<file path="src/verilog/ssd_defs.vh">
// Constants for the startup strap decoder: register map, strap codes, fields.
// Assumes inclusion by bare name from the design file.
`ifndef SSD_DEFS_VH
`define SSD_DEFS_VH
// Register byte offsets
`define SSD_REG_STRAP     12'h000
`define SSD_REG_DECODE    12'h004
`define SSD_REG_GENCTRL   12'h008
`define SSD_REG_PLLCTRL   12'h00c
`define SSD_REG_READY     12'h010
`define SSD_REG_PCIEMAP   12'h014
// Startup codes
`define SSD_CODE_BOOT_LE  4'h0
`define SSD_CODE_PCIE_P10 4'h1
`define SSD_CODE_PCIE_P6  4'h2
`define SSD_CODE_PCIE_P0  4'h3
`define SSD_CODE_PCIE_2X9 4'h4
`define SSD_CODE_PCIE_P9  4'h5
`define SSD_CODE_PCIE_P4  4'h8
`define SSD_CODE_PCIE     4'h9
`define SSD_CODE_MGMT_A0  4'ha
`define SSD_CODE_MGMT_A31 4'hb
`define SSD_CODE_BOOT_BE  4'hc
`define SSD_CODE_NONE     4'hf
// Reference frequency codes and decoded kHz
`define SSD_REF_125       3'h0
`define SSD_REF_156       3'h1
`define SSD_REF_250       3'h2
`define SSD_KHZ_125       20'h1e848
`define SSD_KHZ_156       20'h2625a
`define SSD_KHZ_250       20'h3d090
// Management addresses
`define SSD_MGMT_ADDR_LO  5'h00
`define SSD_MGMT_ADDR_HI  5'h1f
// Host path bits in decode word
`define SSD_HP_PCIE       0
`define SSD_HP_FRAMES     1
`define SSD_HP_MGMT       2
`define SSD_HP_SERIAL     3
// General control field positions
`define SSD_GC_CPU_DIS    0
`define SSD_GC_BOOT_ENA   1
`define SSD_GC_SI_OWNER   2
`define SSD_GC_BE_ENA     3
`define SSD_GC_MGMT_ENA   4
// Port enable bits
`define SSD_PORT_0        0
`define SSD_PORT_4        4
`define SSD_PORT_6        6
`define SSD_PORT_9        9
`define SSD_PORT_10       10
// AXI responses
`define SSD_RESP_OKAY     2'h0
`define SSD_RESP_SLVERR   2'h2
`endif

</file>
<file path="src/verilog/ssd_strap_decoder.v">
// Startup strap decoder: latches straps at reset release, decodes startup.
// Assumes straps stable across reset release, and an AXI4-Lite master.
// Function
// RL1 - Strap low: primary PLL clocks core and CPU; secondary off until software
// RL2 - Strap high: secondary PLL enabled, clocks core and CPU
// RL3 - Secondary frequency strap ignored when secondary PLL is disabled
// RL4 - Secondary codes 000, 001, 010 give 125, 156.25, 250 MHz
// RL5 - Code 0000: CPU little endian, flash autoboot, serial slave off
// RL6 - Code 1100: CPU big endian, flash autoboot, serial slave off
// RL7 - Code 0001: PCIe, port 10 SFI, frame port 4 1G, frames, serial
// RL8 - Code 0010: as 0001 but port 6 1G instead of port 10
// RL9 - Code 0011: as 0010 but port 0 instead of port 6
// RL10 - Code 0100: PCIe, ports 10 and 9 SFI, frames, serial slave
// RL11 - Code 0101: PCIe, frame port 9 SFI, frames, serial slave
// RL12 - Code 1000: PCIe, frame port 4 1G with frames, serial slave
// RL13 - Code 1001: PCIe only host path, serial slave enabled
// RL14 - Code 1010: management slave address 0, serial slave enabled
// RL15 - Code 1011: management slave address 31, serial slave enabled
// RL16 - Code 1111: no autoboot, serial slave only
// RL17 - Board straps only defined codes; others reserved
// RL18 - During flash boot the serial interface belongs to booting
// RL19 - PCIe first region maps to CPU subsystem registers
// RL20 - PCIe third region maps to DRAM space
// RL21 - Each enabled host path reaches the whole register set
// RL22 - CPU autoboots or waits for external load and start
// RL23 - Straps latched at reset release and held afterwards
// RL24 - Upper two startup pins driven high once port or endpoint ready; code waits until every enabled PCIe and port path is ready
// RL25 - Latched code sets general control reset value; software may modify
// RL26 - Primary frequency strap forwarded unchanged to primary PLL
`timescale 1ns/1ns
`include "ssd_defs.vh"

module ssd_strap_decoder (
  // Clock and reset
  input  wire        CLK_SYS,
  input  wire        RST,
  // Straps
  input  wire        PLL_SELECT_STRAP,
  input  wire [2:0]  PRIMARY_REFCLK_FREQ_STRAP,
  input  wire [2:0]  SECONDARY_REFCLK_FREQ_STRAP,
  input  wire [3:0]  STARTUP_STRAP,
  // Readiness of enabled paths
  input  wire        PCIE_READY,
  input  wire        PORT_READY,
  // Startup pin upper pair drive
  output reg  [1:0]  STARTUP_HI_OUT,
  output reg  [1:0]  STARTUP_HI_OE_N,
  // Clocking outputs
  output reg         SECONDARY_PLL_ENA,
  output reg         CLK_SRC_SECONDARY,
  output reg  [2:0]  PRIMARY_PLL_FREQ,
  output reg  [2:0]  SECONDARY_PLL_FREQ,
  // Startup outputs
  output reg         CPU_DIS,
  output reg         CPU_BIG_ENDIAN,
  output reg         BOOT_FROM_FLASH,
  output reg         SERIAL_SLAVE_ENA,
  output reg         PCIE_ENA,
  output reg         FRAMES_ENA,
  output reg         MGMT_SLAVE_ENA,
  output reg  [4:0]  MGMT_ADDR,
  output reg  [10:0] PORT_ENA,
  output reg  [10:0] PORT_SFI,
  output reg         STRAP_VALID,
  // AXI4-Lite slave
  input  wire [11:0] S_AXI_AWADDR,
  input  wire        S_AXI_AWVALID,
  output reg         S_AXI_AWREADY,
  input  wire [31:0] S_AXI_WDATA,
  input  wire [3:0]  S_AXI_WSTRB,
  input  wire        S_AXI_WVALID,
  output reg         S_AXI_WREADY,
  output reg  [1:0]  S_AXI_BRESP,
  output reg         S_AXI_BVALID,
  input  wire        S_AXI_BREADY,
  input  wire [11:0] S_AXI_ARADDR,
  input  wire        S_AXI_ARVALID,
  output reg         S_AXI_ARREADY,
  output reg  [31:0] S_AXI_RDATA,
  output reg  [1:0]  S_AXI_RRESP,
  output reg         S_AXI_RVALID,
  input  wire        S_AXI_RREADY
);

  // Latched strap state
  reg        latched;
  reg        latched_once;
  reg        sel_q;
  reg [2:0]  pri_q;
  reg [2:0]  sec_q;
  reg [3:0]  code_q;
  // General control and PLL control
  reg [4:0]  gen_ctrl;
  reg        secondary_pll_sw_ena;
  reg        swc_src_sw;
  // AXI write capture
  reg        aw_held;
  reg        w_held;
  reg [11:0] aw_addr;
  reg [31:0] w_data;
  reg [3:0]  w_strb;

  // Decoded startup word: {dec_bad, mgmt_addr, sfi, ena, hostpaths}
  reg [4:0]  dec_gc;
  reg [3:0]  dec_hp;
  reg [10:0] dec_ena;
  reg [10:0] dec_sfi;
  reg [4:0]  dec_addr;
  reg        dec_bad;

  // Decode one startup code
  always @* begin
    dec_gc   = 5'h00;
    dec_hp   = 4'h0;
    dec_ena  = 11'h000;
    dec_sfi  = 11'h000;
    dec_addr = `SSD_MGMT_ADDR_LO;
    dec_bad  = 1'b0;
    // Default for host modes: CPU held, no autoboot, serial slave on
    dec_gc[`SSD_GC_CPU_DIS]  = 1'b1;
    dec_hp[`SSD_HP_SERIAL]   = 1'b1;
    case (code_q)
      `SSD_CODE_BOOT_LE, `SSD_CODE_BOOT_BE: begin
        dec_gc[`SSD_GC_CPU_DIS]  = 1'b0;                          // [RL5] [RL6] [RL22]
        dec_gc[`SSD_GC_BOOT_ENA] = 1'b1;
        dec_gc[`SSD_GC_SI_OWNER] = 1'b1;                          // [RL18]
        dec_gc[`SSD_GC_BE_ENA]   = (code_q == `SSD_CODE_BOOT_BE); // [RL6]
        dec_hp[`SSD_HP_SERIAL]   = 1'b0;                          // [RL18]
      end
      `SSD_CODE_PCIE_P10: begin
        dec_hp[`SSD_HP_PCIE]       = 1'b1;                        // [RL7]
        dec_hp[`SSD_HP_FRAMES]     = 1'b1;
        dec_ena[`SSD_PORT_10]      = 1'b1;
        dec_sfi[`SSD_PORT_10]      = 1'b1;
        dec_ena[`SSD_PORT_4]       = 1'b1;
      end
      `SSD_CODE_PCIE_P6: begin
        dec_hp[`SSD_HP_PCIE]       = 1'b1;                        // [RL8]
        dec_hp[`SSD_HP_FRAMES]     = 1'b1;
        dec_ena[`SSD_PORT_6]       = 1'b1;
        dec_ena[`SSD_PORT_4]       = 1'b1;
      end
      `SSD_CODE_PCIE_P0: begin
        dec_hp[`SSD_HP_PCIE]       = 1'b1;                        // [RL9]
        dec_hp[`SSD_HP_FRAMES]     = 1'b1;
        dec_ena[`SSD_PORT_0]       = 1'b1;
        dec_ena[`SSD_PORT_4]       = 1'b1;
      end
      `SSD_CODE_PCIE_2X9: begin
        dec_hp[`SSD_HP_PCIE]       = 1'b1;                        // [RL10]
        dec_hp[`SSD_HP_FRAMES]     = 1'b1;
        dec_ena[`SSD_PORT_10]      = 1'b1;
        dec_sfi[`SSD_PORT_10]      = 1'b1;
        dec_ena[`SSD_PORT_9]       = 1'b1;
        dec_sfi[`SSD_PORT_9]       = 1'b1;
      end
      `SSD_CODE_PCIE_P9: begin
        dec_hp[`SSD_HP_PCIE]       = 1'b1;                        // [RL11]
        dec_hp[`SSD_HP_FRAMES]     = 1'b1;
        dec_ena[`SSD_PORT_9]       = 1'b1;
        dec_sfi[`SSD_PORT_9]       = 1'b1;
      end
      `SSD_CODE_PCIE_P4: begin
        dec_hp[`SSD_HP_PCIE]       = 1'b1;                        // [RL12]
        dec_hp[`SSD_HP_FRAMES]     = 1'b1;
        dec_ena[`SSD_PORT_4]       = 1'b1;
      end
      `SSD_CODE_PCIE: begin
        dec_hp[`SSD_HP_PCIE]       = 1'b1;                        // [RL13]
      end
      `SSD_CODE_MGMT_A0, `SSD_CODE_MGMT_A31: begin
        dec_hp[`SSD_HP_MGMT]       = 1'b1;                        // [RL14] [RL15]
        dec_gc[`SSD_GC_MGMT_ENA]   = 1'b1;
        dec_addr = (code_q == `SSD_CODE_MGMT_A31) ? `SSD_MGMT_ADDR_HI
                                                  : `SSD_MGMT_ADDR_LO;
      end
      `SSD_CODE_NONE: begin
        dec_hp[`SSD_HP_SERIAL]     = 1'b1;                        // [RL16]
      end
      default: begin
        dec_bad = 1'b1;                                           // [RL17]
      end
    endcase
  end

  // Secondary frequency decode into kHz for status readback
  function [19:0] ssd_ref_khz;
    input [2:0] f;
    begin
      case (f)
        `SSD_REF_125: ssd_ref_khz = `SSD_KHZ_125;                 // [RL4]
        `SSD_REF_156: ssd_ref_khz = `SSD_KHZ_156;
        `SSD_REF_250: ssd_ref_khz = `SSD_KHZ_250;
        default:      ssd_ref_khz = 20'h00000;
      endcase
    end
  endfunction

  wire secondary_pll_on = sel_q | secondary_pll_sw_ena;
  wire any_path_port = dec_hp[`SSD_HP_PCIE] | (|dec_ena);
  wire path_ready = (dec_hp[`SSD_HP_PCIE] ? PCIE_READY : 1'b1) &
                    ((|dec_ena) ? PORT_READY : 1'b1);
  // Code loads general control once; outputs see it in that same cycle
  wire       gc_load = latched && !latched_once;
  wire [4:0] gc_now  = gc_load ? dec_gc : gen_ctrl;

  // Strap latch on the first clock after reset release
  always @(posedge CLK_SYS) begin
    if (RST) begin
      latched <= 1'b0;
      sel_q   <= 1'b0;
      pri_q   <= 3'h0;
      sec_q   <= 3'h0;
      code_q  <= 4'h0;
    end else if (!latched) begin
      latched <= 1'b1;                                            // [RL23]
      sel_q   <= PLL_SELECT_STRAP;
      pri_q   <= PRIMARY_REFCLK_FREQ_STRAP;                       // [RL26]
      sec_q   <= SECONDARY_REFCLK_FREQ_STRAP;
      code_q  <= STARTUP_STRAP;
    end
  end

  // Registered outputs from latched and decoded state
  always @(posedge CLK_SYS) begin
    if (RST || !latched) begin
      SECONDARY_PLL_ENA  <= 1'b0;
      CLK_SRC_SECONDARY  <= 1'b0;
      PRIMARY_PLL_FREQ   <= 3'h0;
      SECONDARY_PLL_FREQ <= 3'h0;
      CPU_DIS            <= 1'b1;
      CPU_BIG_ENDIAN     <= 1'b0;
      BOOT_FROM_FLASH    <= 1'b0;
      SERIAL_SLAVE_ENA   <= 1'b0;
      PCIE_ENA           <= 1'b0;
      FRAMES_ENA         <= 1'b0;
      MGMT_SLAVE_ENA     <= 1'b0;
      MGMT_ADDR          <= 5'h00;
      PORT_ENA           <= 11'h000;
      PORT_SFI           <= 11'h000;
      STARTUP_HI_OUT     <= 2'h0;
      STARTUP_HI_OE_N    <= 2'h3;
      STRAP_VALID        <= 1'b0;
    end else begin
      SECONDARY_PLL_ENA  <= secondary_pll_on;                              // [RL1] [RL2]
      CLK_SRC_SECONDARY  <= sel_q ? !swc_src_sw : swc_src_sw;     // [RL1] [RL2]
      PRIMARY_PLL_FREQ   <= pri_q;                                // [RL26]
      SECONDARY_PLL_FREQ <= secondary_pll_on ? sec_q : 3'h0;               // [RL3]
      CPU_DIS            <= gc_now[`SSD_GC_CPU_DIS];              // [RL22]
      CPU_BIG_ENDIAN     <= gc_now[`SSD_GC_BE_ENA];
      BOOT_FROM_FLASH    <= gc_now[`SSD_GC_BOOT_ENA];
      SERIAL_SLAVE_ENA   <= !gc_now[`SSD_GC_SI_OWNER];            // [RL18] [RL21]
      PCIE_ENA           <= dec_hp[`SSD_HP_PCIE];                 // [RL21]
      FRAMES_ENA         <= dec_hp[`SSD_HP_FRAMES];
      MGMT_SLAVE_ENA     <= gc_now[`SSD_GC_MGMT_ENA];
      MGMT_ADDR          <= dec_addr;
      PORT_ENA           <= dec_ena;
      PORT_SFI           <= dec_sfi;
      STRAP_VALID        <= !dec_bad;
      STARTUP_HI_OUT     <= 2'h3;
      STARTUP_HI_OE_N    <= (any_path_port && path_ready) ? 2'h0 : 2'h3; // [RL24]
    end
  end

  // Software control registers; general control reloads from the code
  always @(posedge CLK_SYS) begin
    if (RST) begin
      gen_ctrl    <= 5'h01;
      secondary_pll_sw_ena <= 1'b0;
      swc_src_sw  <= 1'b0;
    end else if (gc_load) begin
      gen_ctrl    <= dec_gc;                                      // [RL25]
    end else if (aw_held && w_held && !S_AXI_BVALID) begin
      if (aw_addr == `SSD_REG_GENCTRL && w_strb[0])
        gen_ctrl <= w_data[4:0];                                  // [RL25]
      if (aw_addr == `SSD_REG_PLLCTRL && w_strb[0]) begin
        secondary_pll_sw_ena <= w_data[0];                                 // [RL1]
        swc_src_sw  <= w_data[1];
      end
    end
  end

  // One-shot marker so the code loads general control exactly once
  always @(posedge CLK_SYS) begin
    if (RST)
      latched_once <= 1'b0;
    else if (latched)
      latched_once <= 1'b1;
  end

  // AXI write channel: address and data in either order
  always @(posedge CLK_SYS) begin
    if (RST) begin
      aw_held       <= 1'b0;
      w_held        <= 1'b0;
      aw_addr       <= 12'h000;
      w_data        <= 32'h00000000;
      w_strb        <= 4'h0;
      S_AXI_AWREADY <= 1'b0;
      S_AXI_WREADY  <= 1'b0;
      S_AXI_BVALID  <= 1'b0;
      S_AXI_BRESP   <= `SSD_RESP_OKAY;
    end else begin
      S_AXI_AWREADY <= !aw_held && !S_AXI_AWREADY && S_AXI_AWVALID;
      S_AXI_WREADY  <= !w_held && !S_AXI_WREADY && S_AXI_WVALID;
      if (S_AXI_AWVALID && S_AXI_AWREADY) begin
        aw_held <= 1'b1;
        aw_addr <= S_AXI_AWADDR;
      end
      if (S_AXI_WVALID && S_AXI_WREADY) begin
        w_held <= 1'b1;
        w_data <= S_AXI_WDATA;
        w_strb <= S_AXI_WSTRB;
      end
      if (aw_held && w_held && !S_AXI_BVALID) begin
        S_AXI_BVALID <= 1'b1;
        S_AXI_BRESP  <= (aw_addr == `SSD_REG_GENCTRL || aw_addr == `SSD_REG_PLLCTRL)
                        ? `SSD_RESP_OKAY : `SSD_RESP_SLVERR;
      end
      if (S_AXI_BVALID && S_AXI_BREADY) begin
        S_AXI_BVALID <= 1'b0;
        aw_held      <= 1'b0;
        w_held       <= 1'b0;
      end
    end
  end

  // AXI read channel
  always @(posedge CLK_SYS) begin
    if (RST) begin
      S_AXI_ARREADY <= 1'b0;
      S_AXI_RVALID  <= 1'b0;
      S_AXI_RDATA   <= 32'h00000000;
      S_AXI_RRESP   <= `SSD_RESP_OKAY;
    end else begin
      S_AXI_ARREADY <= !S_AXI_RVALID && !S_AXI_ARREADY && S_AXI_ARVALID;
      if (S_AXI_ARVALID && S_AXI_ARREADY) begin
        S_AXI_RVALID <= 1'b1;
        S_AXI_RRESP  <= `SSD_RESP_OKAY;
        case (S_AXI_ARADDR)
          `SSD_REG_STRAP:
            S_AXI_RDATA <= {20'h00000, code_q, sec_q, pri_q, sel_q, latched};
          `SSD_REG_DECODE:
            S_AXI_RDATA <= {dec_bad, dec_addr, dec_sfi, dec_ena, dec_hp};
          `SSD_REG_GENCTRL:
            S_AXI_RDATA <= {27'h0, gen_ctrl};
          `SSD_REG_PLLCTRL:
            S_AXI_RDATA <= {30'h0, swc_src_sw, secondary_pll_sw_ena};
          `SSD_REG_READY:
            S_AXI_RDATA <= {ssd_ref_khz(secondary_pll_on ? sec_q : 3'h7), 10'h000,
                            ~STARTUP_HI_OE_N};                    // [RL3] [RL4]
          `SSD_REG_PCIEMAP:
            S_AXI_RDATA <= 32'h00000005;                          // [RL19] [RL20]
          default: begin
            S_AXI_RDATA <= 32'h00000000;
            S_AXI_RRESP <= `SSD_RESP_SLVERR;
          end
        endcase
      end else if (S_AXI_RVALID && S_AXI_RREADY) begin
        S_AXI_RVALID <= 1'b0;
      end
    end
  end

endmodule

</file>
<file path="config.mk">
export PLATFORM = sky130hd
export DESIGN_NAME = ssd_strap_decoder
export DESIGN_NICKNAME = d
export VERILOG_FILES = /design/src/verilog/ssd_strap_decoder.v
export VERILOG_INCLUDE_DIRS = /design/src /design/src/verilog
export SDC_FILE = /design/constraint.sdc
export NUM_CORES = 1
export LEC_CHECK = 0
export CORE_UTILIZATION = 37
export DETAILED_ROUTE_END_ITERATION = 7
export DONT_BUFFER_PORTS = 1
export MAX_ROUTING_LAYER = met4
export SETUP_SLACK_MARGIN = 0.5
export SYNTH_ARGS = -nofsm -noshare
export SYNTH_HDL_FRONTEND = slang
export SYNTH_SLANG_ARGS = --single-unit
</file>
<file path="constraint.sdc">
create_clock -name CLK_SYS -period 4.8 [get_ports CLK_SYS]
set_input_delay 0.48 -clock CLK_SYS [delete_from_list [all_inputs] [get_ports CLK_SYS]]
set_output_delay 0.48 -clock CLK_SYS [all_outputs]
set_load 0.02 [all_outputs]
</file>
Word level (Yosys, flattened, before mapping)
Index checks and enable logic that the tools add are counted.

Output and inout port bits: 88. Logic and storage cells: 147. Register bits: 128.

Reductions and logical operators: 50. Multiplexer cells: 30. Bitwise gates (word level): 6. Equality and inequality tests: 20.

Operator list (count): case mux 32 bit (6 select lines) (1); case mux 18 bit (3 select lines) (1); == test 12 x 4 -> 1 bit (second input constant) (4); two-way mux 5 bit (6); == test 12 x 5 -> 1 bit (second input constant) (2); == test 4 bit (second input constant) (6); logical AND 1 bit (17); two-way mux 1 bit (16); == test 12 x 3 -> 1 bit (second input constant) (1); logical NOT 12 bit (1); OR reduction 12 bit (1); OR reduction 2 bit (6); OR reduction 6 bit (2); logical NOT 1 bit (11); == test 4 x 2 -> 1 bit (second input constant) (2); == test 4 x 3 -> 1 bit (second input constant) (2); two-way mux 2 bit (4); OR reduction 7 bit (1); nonzero test 2 bit (3); OR reduction 5 bit (1); == test 4 x 1 -> 1 bit (second input constant) (1); logical NOT 4 bit (1); two-way mux 4 bit (1); OR reduction 4 bit (1); 11 further kinds (14).

Longest topological paths before layout
Gate-level depths: netlist of run 1.

Depth after elaboration: 8. Mapped depth: 7. Depth with buffers taken out: 5.

Least setup slack after synthesis of run 1
Ideal clock, no wire load.

Path type: input port to flip-flop. Start: in S_AXI_ARADDR[2]. End: reg S_AXI_RDATA[23]. Library setup time: 69 ps. Arrival: 2018 ps. Slack: 2713 ps. Stages on the path: 6. Cells stage by stage: buf_6 or4_4 or4b_4 nor3_4 nand2_1 o21ai_1.

Longest elaborated chain between the ends: 2. Elaborated cells between the ends (all ways): 7. Those cells by class: 5 x eq/ne; 1 x mux; 1 x reduce/logical.

Ends and longest elaborated chain: from (decl) (line ssd_strap_decoder.v:76) `input wire [11:0] S_AXI_ARADDR,`; == test 12 x 5 -> 1 bit (tied with other cells) (line ssd_strap_decoder.v:340) `case (S_AXI_ARADDR)`; case mux 32 bit (6 select lines) * (line ssd_strap_decoder.v:340); to (signal assigned) (line ssd_strap_decoder.v:342) `S_AXI_RDATA <= {20'h00000, code_q, sec_q, pri_q, sel_q, latched};`; to (signal assigned) (line ssd_strap_decoder.v:344) `S_AXI_RDATA <= {dec_bad, dec_addr, dec_sfi, dec_ena, dec_hp};`; to (signal assigned) (line ssd_strap_decoder.v:346) `S_AXI_RDATA <= {27'h0, gen_ctrl};`; to (decl) (line ssd_strap_decoder.v:79) `output reg [31:0] S_AXI_RDATA,`.

Mark *: on every way between the ends. The rest lies on a longest branch, timed or not. A chain may end at the register's enable or synchronous reset.

Worst setup path after layout of run 1
Start: reg S_AXI_ARREADY. End: reg S_AXI_RDATA[19].

Longest elaborated chain between the ends: 1.

Ends and longest elaborated chain: from (decl) (line ssd_strap_decoder.v:78) `output reg S_AXI_ARREADY,`; from (signal assigned) (line ssd_strap_decoder.v:336) `S_AXI_ARREADY <= !S_AXI_RVALID && !S_AXI_ARREADY && S_AXI_ARVALID;`; logical AND 1 bit (line ssd_strap_decoder.v:337) `if (S_AXI_ARVALID && S_AXI_ARREADY) begin`.

Every way passes these cells.

==> results.cfg, run 1 <==
[drt]
first_iter_violations = 151
dr_total_vias = 2996
routed_via_density = 5.19
drc = 0
dr.pass1.iters = 4
wl_um = 9220
antenna_left = 0
detail_route.wl_per_cell_um = 16.0

[layout]
drive_gt1_share_pct = 6.58
fill_cells = 1075
final_common_cell = dfxtp_1
layout_common_cells = dfxtp_1, nand2_1, nor2_1
fin_nets = 516
post-route-util_pct = 39.5
area_delta_synth_final_pct = 2.69
antenna_cells = 0
stdcell_count = 577

[critical_path]
cpPeakStageDelay_ns = 0.81
path_depth = 4
critPathCapture = S_AXI_RDATA[19]$_SDFFE_PP0P_
crit_start = S_AXI_ARREADY$_SDFF_PP0_
worstPathRequired_ns = 5.12
worst_ep_arrival_time_ns = 2.68
crit_path_top_delay_cell = nor4_1
crit_buf_inv = 0
start_kind = register
reg2reg_slack_ns = 2.44
rr_worst_depth = 4
worstPathMaxFanout = 15
r2r_start = S_AXI_ARREADY$_SDFF_PP0_
cp_top_family = simple AND/OR/NAND/NOR gates
r2r-end = S_AXI_RDATA[19]$_SDFFE_PP0P_
criticalPathCategory = register to register
end_kind = register
crit_chain = and2_1 > nand2_1 > nor4_1 > a32o_1

[cts]
insertion_delay_ns = 0.37
clock_path_buffers = 2
cts_sinks = 97
cts-buffers-inserted = 9
cts_tree = built
path_clk_slew_ns = 0.10
hold_buffers = 0
cts-root-buf = clkbuf_8
post_cts_buffers = 0
ctsHtreeMaxLevel = 3
cts.repair.resized = 0

[sta]
hold_violations = 0
maxSlewViolCount = 0
period_minus_slack_ns = 2.36
timing.final.crit_share_pct = 49.2
max_freq_mhz = 424
tns_ns = 0
relSlewSlack_pct = 32.0
rsz0062_at_grt = no
worst_slew_pin_slew_ns = 1.01
skew_ns = 0.0151
setup_violations = 0

[power_and_ir_drop]
p_leak_nw = 1.46
p_per_area_nw_per_um2 = 361
irDropWorstVdd_uv = 183

[global_routing]
grt.total_usage_pct = 17.3
grt_max_degree = 59
grt_pass1_vias = 2739
grt_overflow = 0
antenna_found_initial = 0
grt_pass1_wl_um = 14500

[floorplan]
coreArea_um2 = 10400
die_y_um = 106
start_util_pct = 38.5
dieArea_um2 = 11300
ios = 168
die_w_um = 106
rows = 37

[logic_synthesis]
ys_seq_area_share_pct = 48.5
ys_seq_elements = 97
ys.flop_type = dfxtp_1
synthArstFlopShare_pct = 0
synth-edff-count = 0
synth_cell_types = 56
yosys_warnings = 0
synth_cells = 462
netlist_area_um2 = 4010
synth_area_per_cell_um2 = 8.67

[place]
numPortBuffers = 0
placed_cells = 561
dp_hpwl_um = 6760
gp_routability_congestion = 0.846

[hold_path]
holdCritPathClass = primary input to register

[run]
cap_violations = 0

[run_status]
outcome = completed
[stage by stage]
step	hold slack [ns]	worst slack, ns	total power (W)	cell area [µm²]
after floorplan	0.431	2.71	0.000985	4080
after global placement	0.435	2.50	0.000979	3920
after detailed placement	0.441	2.47	0.000981	3920
after CTS	0.143	2.45	0.00151	4120
after global routing	0.127	2.20	0.00156	4120
final	0.163	2.44	0.00149	4120
[kinds of logic after synthesis]
| kind of cell | after synthesis | synth area share [%] |
|---|---|---|
| compound gates | 84 | 12.5 |
| xor+xnor | 6 | 1.31 |
| buf+inv | 61 | 8.87 |
| flops | 97 | 48.5 |
| mux | 20 | 5.03 |
| other cells | 1 | 0.0936 |
| simple gates | 193 | 23.7 |
[sequential cells by signal, indices dropped and copies added, names as in the netlist, 3 cells and up]
signal              flops
PORT_ENA                5
PRIMARY_PLL_FREQ        3
SECONDARY_PLL_FREQ      3
S_AXI_RDATA            26
aw_addr                12
code_q                  4
gen_ctrl                5
pri_q                   3
sec_q                   3
w_data                  5
[metal layers]
layer,share of wire (%),track usage (%)
met1,44,21.0
met2,46,26.0
met3,9.1,7.73
met4,1.1,4.96
met5,0,-
[cells in the mapped netlist (all sizes together), types with 5 or more instances]
library cell,number,share of area (%)
dfxtp,97,48
nand2,75,7.1
nor2,47,4.4
a21oi,43,5.4
buf,39,6.8
clkbuf,19,1.8
mux2i,19,4.7
nand3,16,2.0
o21ai,16,2.0
and2,12,1.9
nor3,9,1.8
a211oi,5,0.94
nor3b,5,0.94
[worst min-delay path by stage]
stage / from / endpoint / slack [ns] / cells after the start
3_5_place_dp: aw_addr[8]$_SDFFE_PP0P_ / aw_addr[8]$_SDFFE_PP0P_ / 0.44 / 2
5_1_grt: RST / S_AXI_RDATA[30]$_SDFFE_PP0P_ / 0.13 / 1
2_1_floorplan: aw_addr[0]$_SDFFE_PP0P_ / aw_addr[0]$_SDFFE_PP0P_ / 0.43 / 2
4_1_cts: RST / S_AXI_RDATA[18]$_SDFFE_PP0P_ / 0.14 / 1
3_3_place_gp: aw_addr[0]$_SDFFE_PP0P_ / aw_addr[0]$_SDFFE_PP0P_ / 0.44 / 2
6_report: RST / S_AXI_RDATA[31]$_SDFFE_PP0P_ / 0.16 / 1
[layout make-up]
| cell class | count | area [µm²] | share of cell area, % |
|---|---|---|---|
| Clock buffer | 12 | 165 | 4.01 |
| Clock inverter | 4 | 33.8 | 0.821 |
| Inverter | 3 | 11.3 | 0.274 |
| Multi-Input combinational cell | 324 | 1790 | 43.4 |
| Sequential cell | 97 | 1940 | 47.2 |
| Tap cell | 136 | 170 | 4.13 |
| Timing Repair Buffer | 1 | 7.51 | 0.182 |
[report_power, final]
part / switching [W] / internal [W] / leakage [nW] / total [W]
logic: 0.0000580 / 0.0000322 / 0.571 / 0.0000901
registers: 0.0000430 / 0.000829 / 0.789 / 0.000872
clock network: 0.000289 / 0.000235 / 0.0992 / 0.000524
Power figures use the tool's default switching activity.
==> run 2, diff against run 1 <==
- clock period: 4.8 -> 2.3 ns (I/O delays scaled with it)
==> results.cfg, run 2 (synthesis results as in run 1) <==
[run_status]
outcome = complete, but fails checks
violations = hold timing

[floorplan]
rows = 37
die_y_um = 106
coreArea_um2 = 10400
ios = 168
dieArea_um2 = 11300
start_util_pct = 38.5
die_w_um = 106

[drt]
antenna_left = 0
routed_via_density = 5.04
dr_total_vias = 3155
detail_route.wl_per_cell_um = 15.4
dr.pass1.iters = 4
first_iter_violations = 171
wl_um = 9640
drc = 0

[power_and_ir_drop]
p_leak_nw = 1.80
total_power_w = 0.00349
p_per_area_nw_per_um2 = 743
irDropWorstVdd_uv = 428

[sta]
setup_violations = 0
relSlewSlack_pct = 65.6
period_minus_slack_ns = 1.90
timing.final.crit_share_pct = 82.4
hold-worst-slack_ns = -0.0804
maxSlewViolCount = 0
worst_slew_pin_slew_ns = 0.515
skew_ns = 0.0116
hold_violations = 15
tns_ns = 0
rsz0062_at_grt = yes
max_freq_mhz = 527

[layout]
antenna_cells = 0
final-seq-area_um2 = 1950
post-route-util_pct = 45.1
drive_gt1_share_pct = 10.8
stdcell_count = 626
largest_reg_flops = 26
layout_common_cells = dfxtp_1, nand2_1, nor2_1
final_common_cell = dfxtp_1
largest_register = S_AXI_RDATA
multi_input_area_um2 = 1820
area_delta_synth_final_pct = 17.2
fill_cells = 1015
fin_nets = 566
largestRegisters = S_AXI_RDATA (26), aw_addr (12)
fin_area_um2 = 4700

[place]
dp_hpwl_um = 6800
placed_cells = 570
numPortBuffers = 0
gp_routability_congestion = 0.834
place_area_um2 = 3990

[critical_path]
start_kind = register
cpPeakStageDelay_ns = 0.56
criticalPathCategory = register to register
crit_buf_inv = 1
crit_chain = or4_4 > nor4bb_4 > buf_4 > mux2_4 > nand2_2 > a21oi_2
path_depth = 6
worstPathRequired_ns = 2.55
worstPathMaxFanout = 5
rr_worst_depth = 6
crit_path_top_delay_cell = or4_4
cp_top_family = simple AND/OR/NAND/NOR gates
worst_ep_arrival_time_ns = 2.15
end_kind = register

[cts]
cts_tree = built
cts-buffers-inserted = 9
clock_path_buffers = 2
ctsHtreeMaxLevel = 3
insertion_delay_ns = 0.36
cts-root-buf = clkbuf_8
cts_sinks = 97
path_clk_slew_ns = 0.10

[hold_path]
holdCritPathClass = primary input to register
hold_depth = 1

[global_routing]
grtUsageMet1_pct = 21.1
grt_overflow = 0
grt_util_met3_pct = 5.33
grt_pass1_wl_um = 15500
antenna_found_initial = 0
busiest_layer = met2
grt.total_usage_pct = 18.0
grt_max_degree = 59
grt_use_met2_pct = 30.0
grt_pass1_vias = 3161

[run]
cap_violations = 0
## run 2: per-stage QoR
step                hold slack (ns)  worst slack [ns]
floorplan                     0.319             0.466
CTS                         -0.0883             0.395
detailed placement            0.307             0.308
global route                -0.0900             0.324
global placement              0.305             0.319
finish                      -0.0804             0.404
## run 2: layer usage
layer	up-vias	wire length, µm
li1	1569	-
met1	1456	4190
met2	119	4560
met3	11	786
met4	0	101
met5	-	0
## run 2: final timing paths
kind	from	slack (ns)	to
hold / removal	RST	-0.08	S_AXI_RDATA[14]$_SDFFE_PP0P_
setup reg to reg	aw_addr[5]$_SDFFE_PP0P_	0.40	gen_ctrl[3]$_SDFFE_PP0P_
hold reg to reg	gen_ctrl[3]$_SDFFE_PP0P_	0.50	CPU_BIG_ENDIAN$_SDFF_PN0_
setup / recovery	aw_addr[5]$_SDFFE_PP0P_	0.40	gen_ctrl[3]$_SDFFE_PP0P_
## run 2: repair_timing
action / 4_1_cts / 5_1_grt
pin swaps: 5 / 4
setup endpoints to repair: 5 / 34
endpoints found under the hold margin: 53 / 16
gates resized for setup: 5 / 10
setup buffers: 2 / 0
hold buffers: 38 / 1
## run 2: area by class of cell
type                       instances  share of cell area, %
clock buffer                       9                   2.64
tap                              136                   3.62
clock inverter                     6                   2.98
multi-input combinational        324                   38.8
timing repair buffer              51                   10.2
sequential                        97                   41.5
inverter                           3                  0.240
## run 2: power breakdown
| part | leakage, nW | internal (W) | switching, W |
|---|---|---|---|
| sequential | 0.791 | 0.00173 | 0.0000872 |
| combinational | 0.881 | 0.000111 | 0.000136 |
| clock | 0.131 | 0.000835 | 0.000589 |
| total | 1.80 | 0.00268 | 0.000812 |
==> run 3, diff against run 2 <==
- ABC_AREA: unset -> 1
- clock period: 2.3 -> 1.65 ns (I/O delays scaled with it)
==> results.cfg, run 3 <==
[drt]
drc = 0
antenna_left = 0
detail_route.wl_per_cell_um = 15.5
dr.pass1.iters = 5
dr_total_vias = 3876
routed_via_density = 4.99
wl_um = 12000
first_iter_violations = 192

[critical_path]
worstPathMaxFanout = 3
reg2reg_slack_ns = 0.18
worst_ep_arrival_time_ns = 1.72
r2r_start = code_q[3]$_SDFFE_PP0N_
criticalPathCategory = register to register
worstPathRequired_ns = 1.90
start_kind = register
rr_worst_depth = 7
end_kind = register
r2r-end = gen_ctrl[0]$_SDFFE_PP1P_

[hold_path]
holdCritPathClass = primary input to register
min_to = code_q[2]$_SDFFE_PP0N_
min_from = STARTUP_STRAP[2]
hold_depth = 2

[run_status]
outcome = completed

[logic_synthesis]
yosysMostFrequentCell = nand2_1
synth_cells = 558
synth_top_area_share_pct = 47.0
synth_area_per_cell_um2 = 7.40
yosys_warnings = 0
synth_cell_types = 32
ys_top_cells_by_area = dfxtp_1, nand2_1, nor2_1
netlist_area_um2 = 4130
synth_top_cell_by_area = dfxtp_1
ys.flop_type = dfxtp_1
synth-edff-count = 0
ys_seq_elements = 97
yosys-top-cells-count = nand2_1, dfxtp_1, nor2_1
ys_seq_area_share_pct = 47.0
synthArstFlopShare_pct = 0

[layout]
final_common_cell = nand2_1
fin_nets = 712
post-route-util_pct = 51.3
largest_register = S_AXI_RDATA
largest_reg_flops = 26
antenna_cells = 0
layout_common_cells = nand2_1, dfxtp_1, nor2_1
drive_gt1_share_pct = 28.7
fin_area_um2 = 5560
area_delta_synth_final_pct = 34.5
largestRegisters = S_AXI_RDATA (26), aw_addr (12)

[power_and_ir_drop]
seqPwrFrac_pct = 49.8
p_comb_share_pct = 13.3
swShare_pct = 26.7
p_int_w = 0.00372
p_per_area_nw_per_um2 = 914
p_clk_share_pct = 36.8
irDropWorstVdd_uv = 503
total_power_w = 0.00508
p_sw_w = 0.00136
p_leak_nw = 2.25

[global_routing]
grt.total_usage_pct = 20.0
grt_overflow = 0
grt_pass1_vias = 3545
grt_max_degree = 32
antenna_found_initial = 0
grt_pass1_wl_um = 17000

[floorplan]
start_util_pct = 38.1
die_y_um = 108
rows = 38
die_w_um = 108
ios = 168
dieArea_um2 = 11600
coreArea_um2 = 10800

[place]
numPortBuffers = 0
dp_hpwl_um = 7350
place_area_um2 = 4200
gp_routability_congestion = 0.894
place_ws_ns = 0.236

[sta]
timing.final.crit_share_pct = 89.0
tns_ns = 0
max_freq_mhz = 681
rsz0062_at_grt = yes
hold_violations = 0
skew_ns = 0.0127
period_minus_slack_ns = 1.47
setup_violations = 0
maxSlewViolCount = 0
layout_setup_ws_ns = 0.181

[cts]
clock_path_buffers = 2
cts-root-buf = clkbuf_8
path_clk_slew_ns = 0.10
ctsHtreeMaxLevel = 3
cts_tree = built
insertion_delay_ns = 0.38
cts-buffers-inserted = 9
cts_sinks = 97

[run]
cap_violations = 0
[run 3: critical path: stages, from the launching register on]
cell	delay, ns
dfxtp_4	0.37
inv_4	0.07
nor2_4	0.05
buf_6	0.12
nor3_4	0.27
nor2_1	0.13
a21oi_1	0.22
o211ai_1	0.12
[run 3: power groups by stage]
stage | combinational, W | clock [W] | sequential [W]
finish | 0.000678 | 0.00187 | 0.00253
global route | 0.000730 | 0.00201 | 0.00254
CTS | 0.000525 | 0.00190 | 0.00252
detailed placement | 0.000371 | 0 | 0.00257
global placement | 0.000363 | 0 | 0.00257
floorplan | 0.000346 | 0 | 0.00255
[run 3: repair_timing]
action,4_1_cts,5_1_grt
gates resized for setup,51,88
pin swaps,15,27
hold endpoints to repair,64,0
hold buffers,36,0
buffers inserted,10,30
cloned,0,2
setup endpoints to repair,56,53
[run 3: kinds of logic after synthesis]
logic type	synth area share, %
flip-flops	47.0
buffers and inverters	12.6
AND/OR/NAND/NOR	27.0
other	0.0908
AO/OA/AOI/OAI	13.4
[run 3: how the worst max path moves through the flow]
stage / endpoint / slack, ns / cells after the start / startpoint
after global placement: secondary_pll_sw_ena$_SDFFE_PP0P_ / 0.27 / 6 / aw_addr[5]$_SDFFE_PP0P_
after floorplan: gen_ctrl[0]$_SDFFE_PP1P_ / 0.46 / 7 / aw_addr[0]$_SDFFE_PP0P_
after detailed placement: secondary_pll_sw_ena$_SDFFE_PP0P_ / 0.24 / 6 / aw_addr[5]$_SDFFE_PP0P_
after CTS: gen_ctrl[0]$_SDFFE_PP1P_ / 0.34 / 7 / aw_addr[0]$_SDFFE_PP0P_
after global routing: gen_ctrl[0]$_SDFFE_PP1P_ / 0.14 / 7 / code_q[3]$_SDFFE_PP0N_
final: gen_ctrl[0]$_SDFFE_PP1P_ / 0.18 / 7 / code_q[3]$_SDFFE_PP0N_
[run 3: routing by layer]
metal,wire (µm),global-route usage [%],vias up
met4,448,10.4,0
met5,0,-,-
li1,-,-,1888
met1,4730,21.3,1803
met3,735,5.45,41
met2,6090,33.7,144
[run 3: metrics by stage]
| stage | std cells | hold WS (ns) |
|---|---|---|
| 2_1_floorplan | 578 | 0.248 |
| 3_3_place_gp | 683 | 0.235 |
| 3_5_place_dp | 683 | 0.237 |
| 4_1_cts | 745 | 0.0120 |
| 5_1_grt | 777 | 0.0529 |
| 6_report | 777 | 0.0293 |
[run 3: layout make-up]
| type | count | area, µm² |
|---|---|---|
| timing repair buffer | 90 | 848 |
| timing repair inverter | 1 | 5.00 |
| inverter | 57 | 254 |
| multi-input combinational | 376 | 2060 |
| tap | 140 | 175 |
| sequential | 97 | 1980 |
| clock buffer | 10 | 128 |
| clock inverter | 6 | 113 |
| fill | 1036 | 5280 |
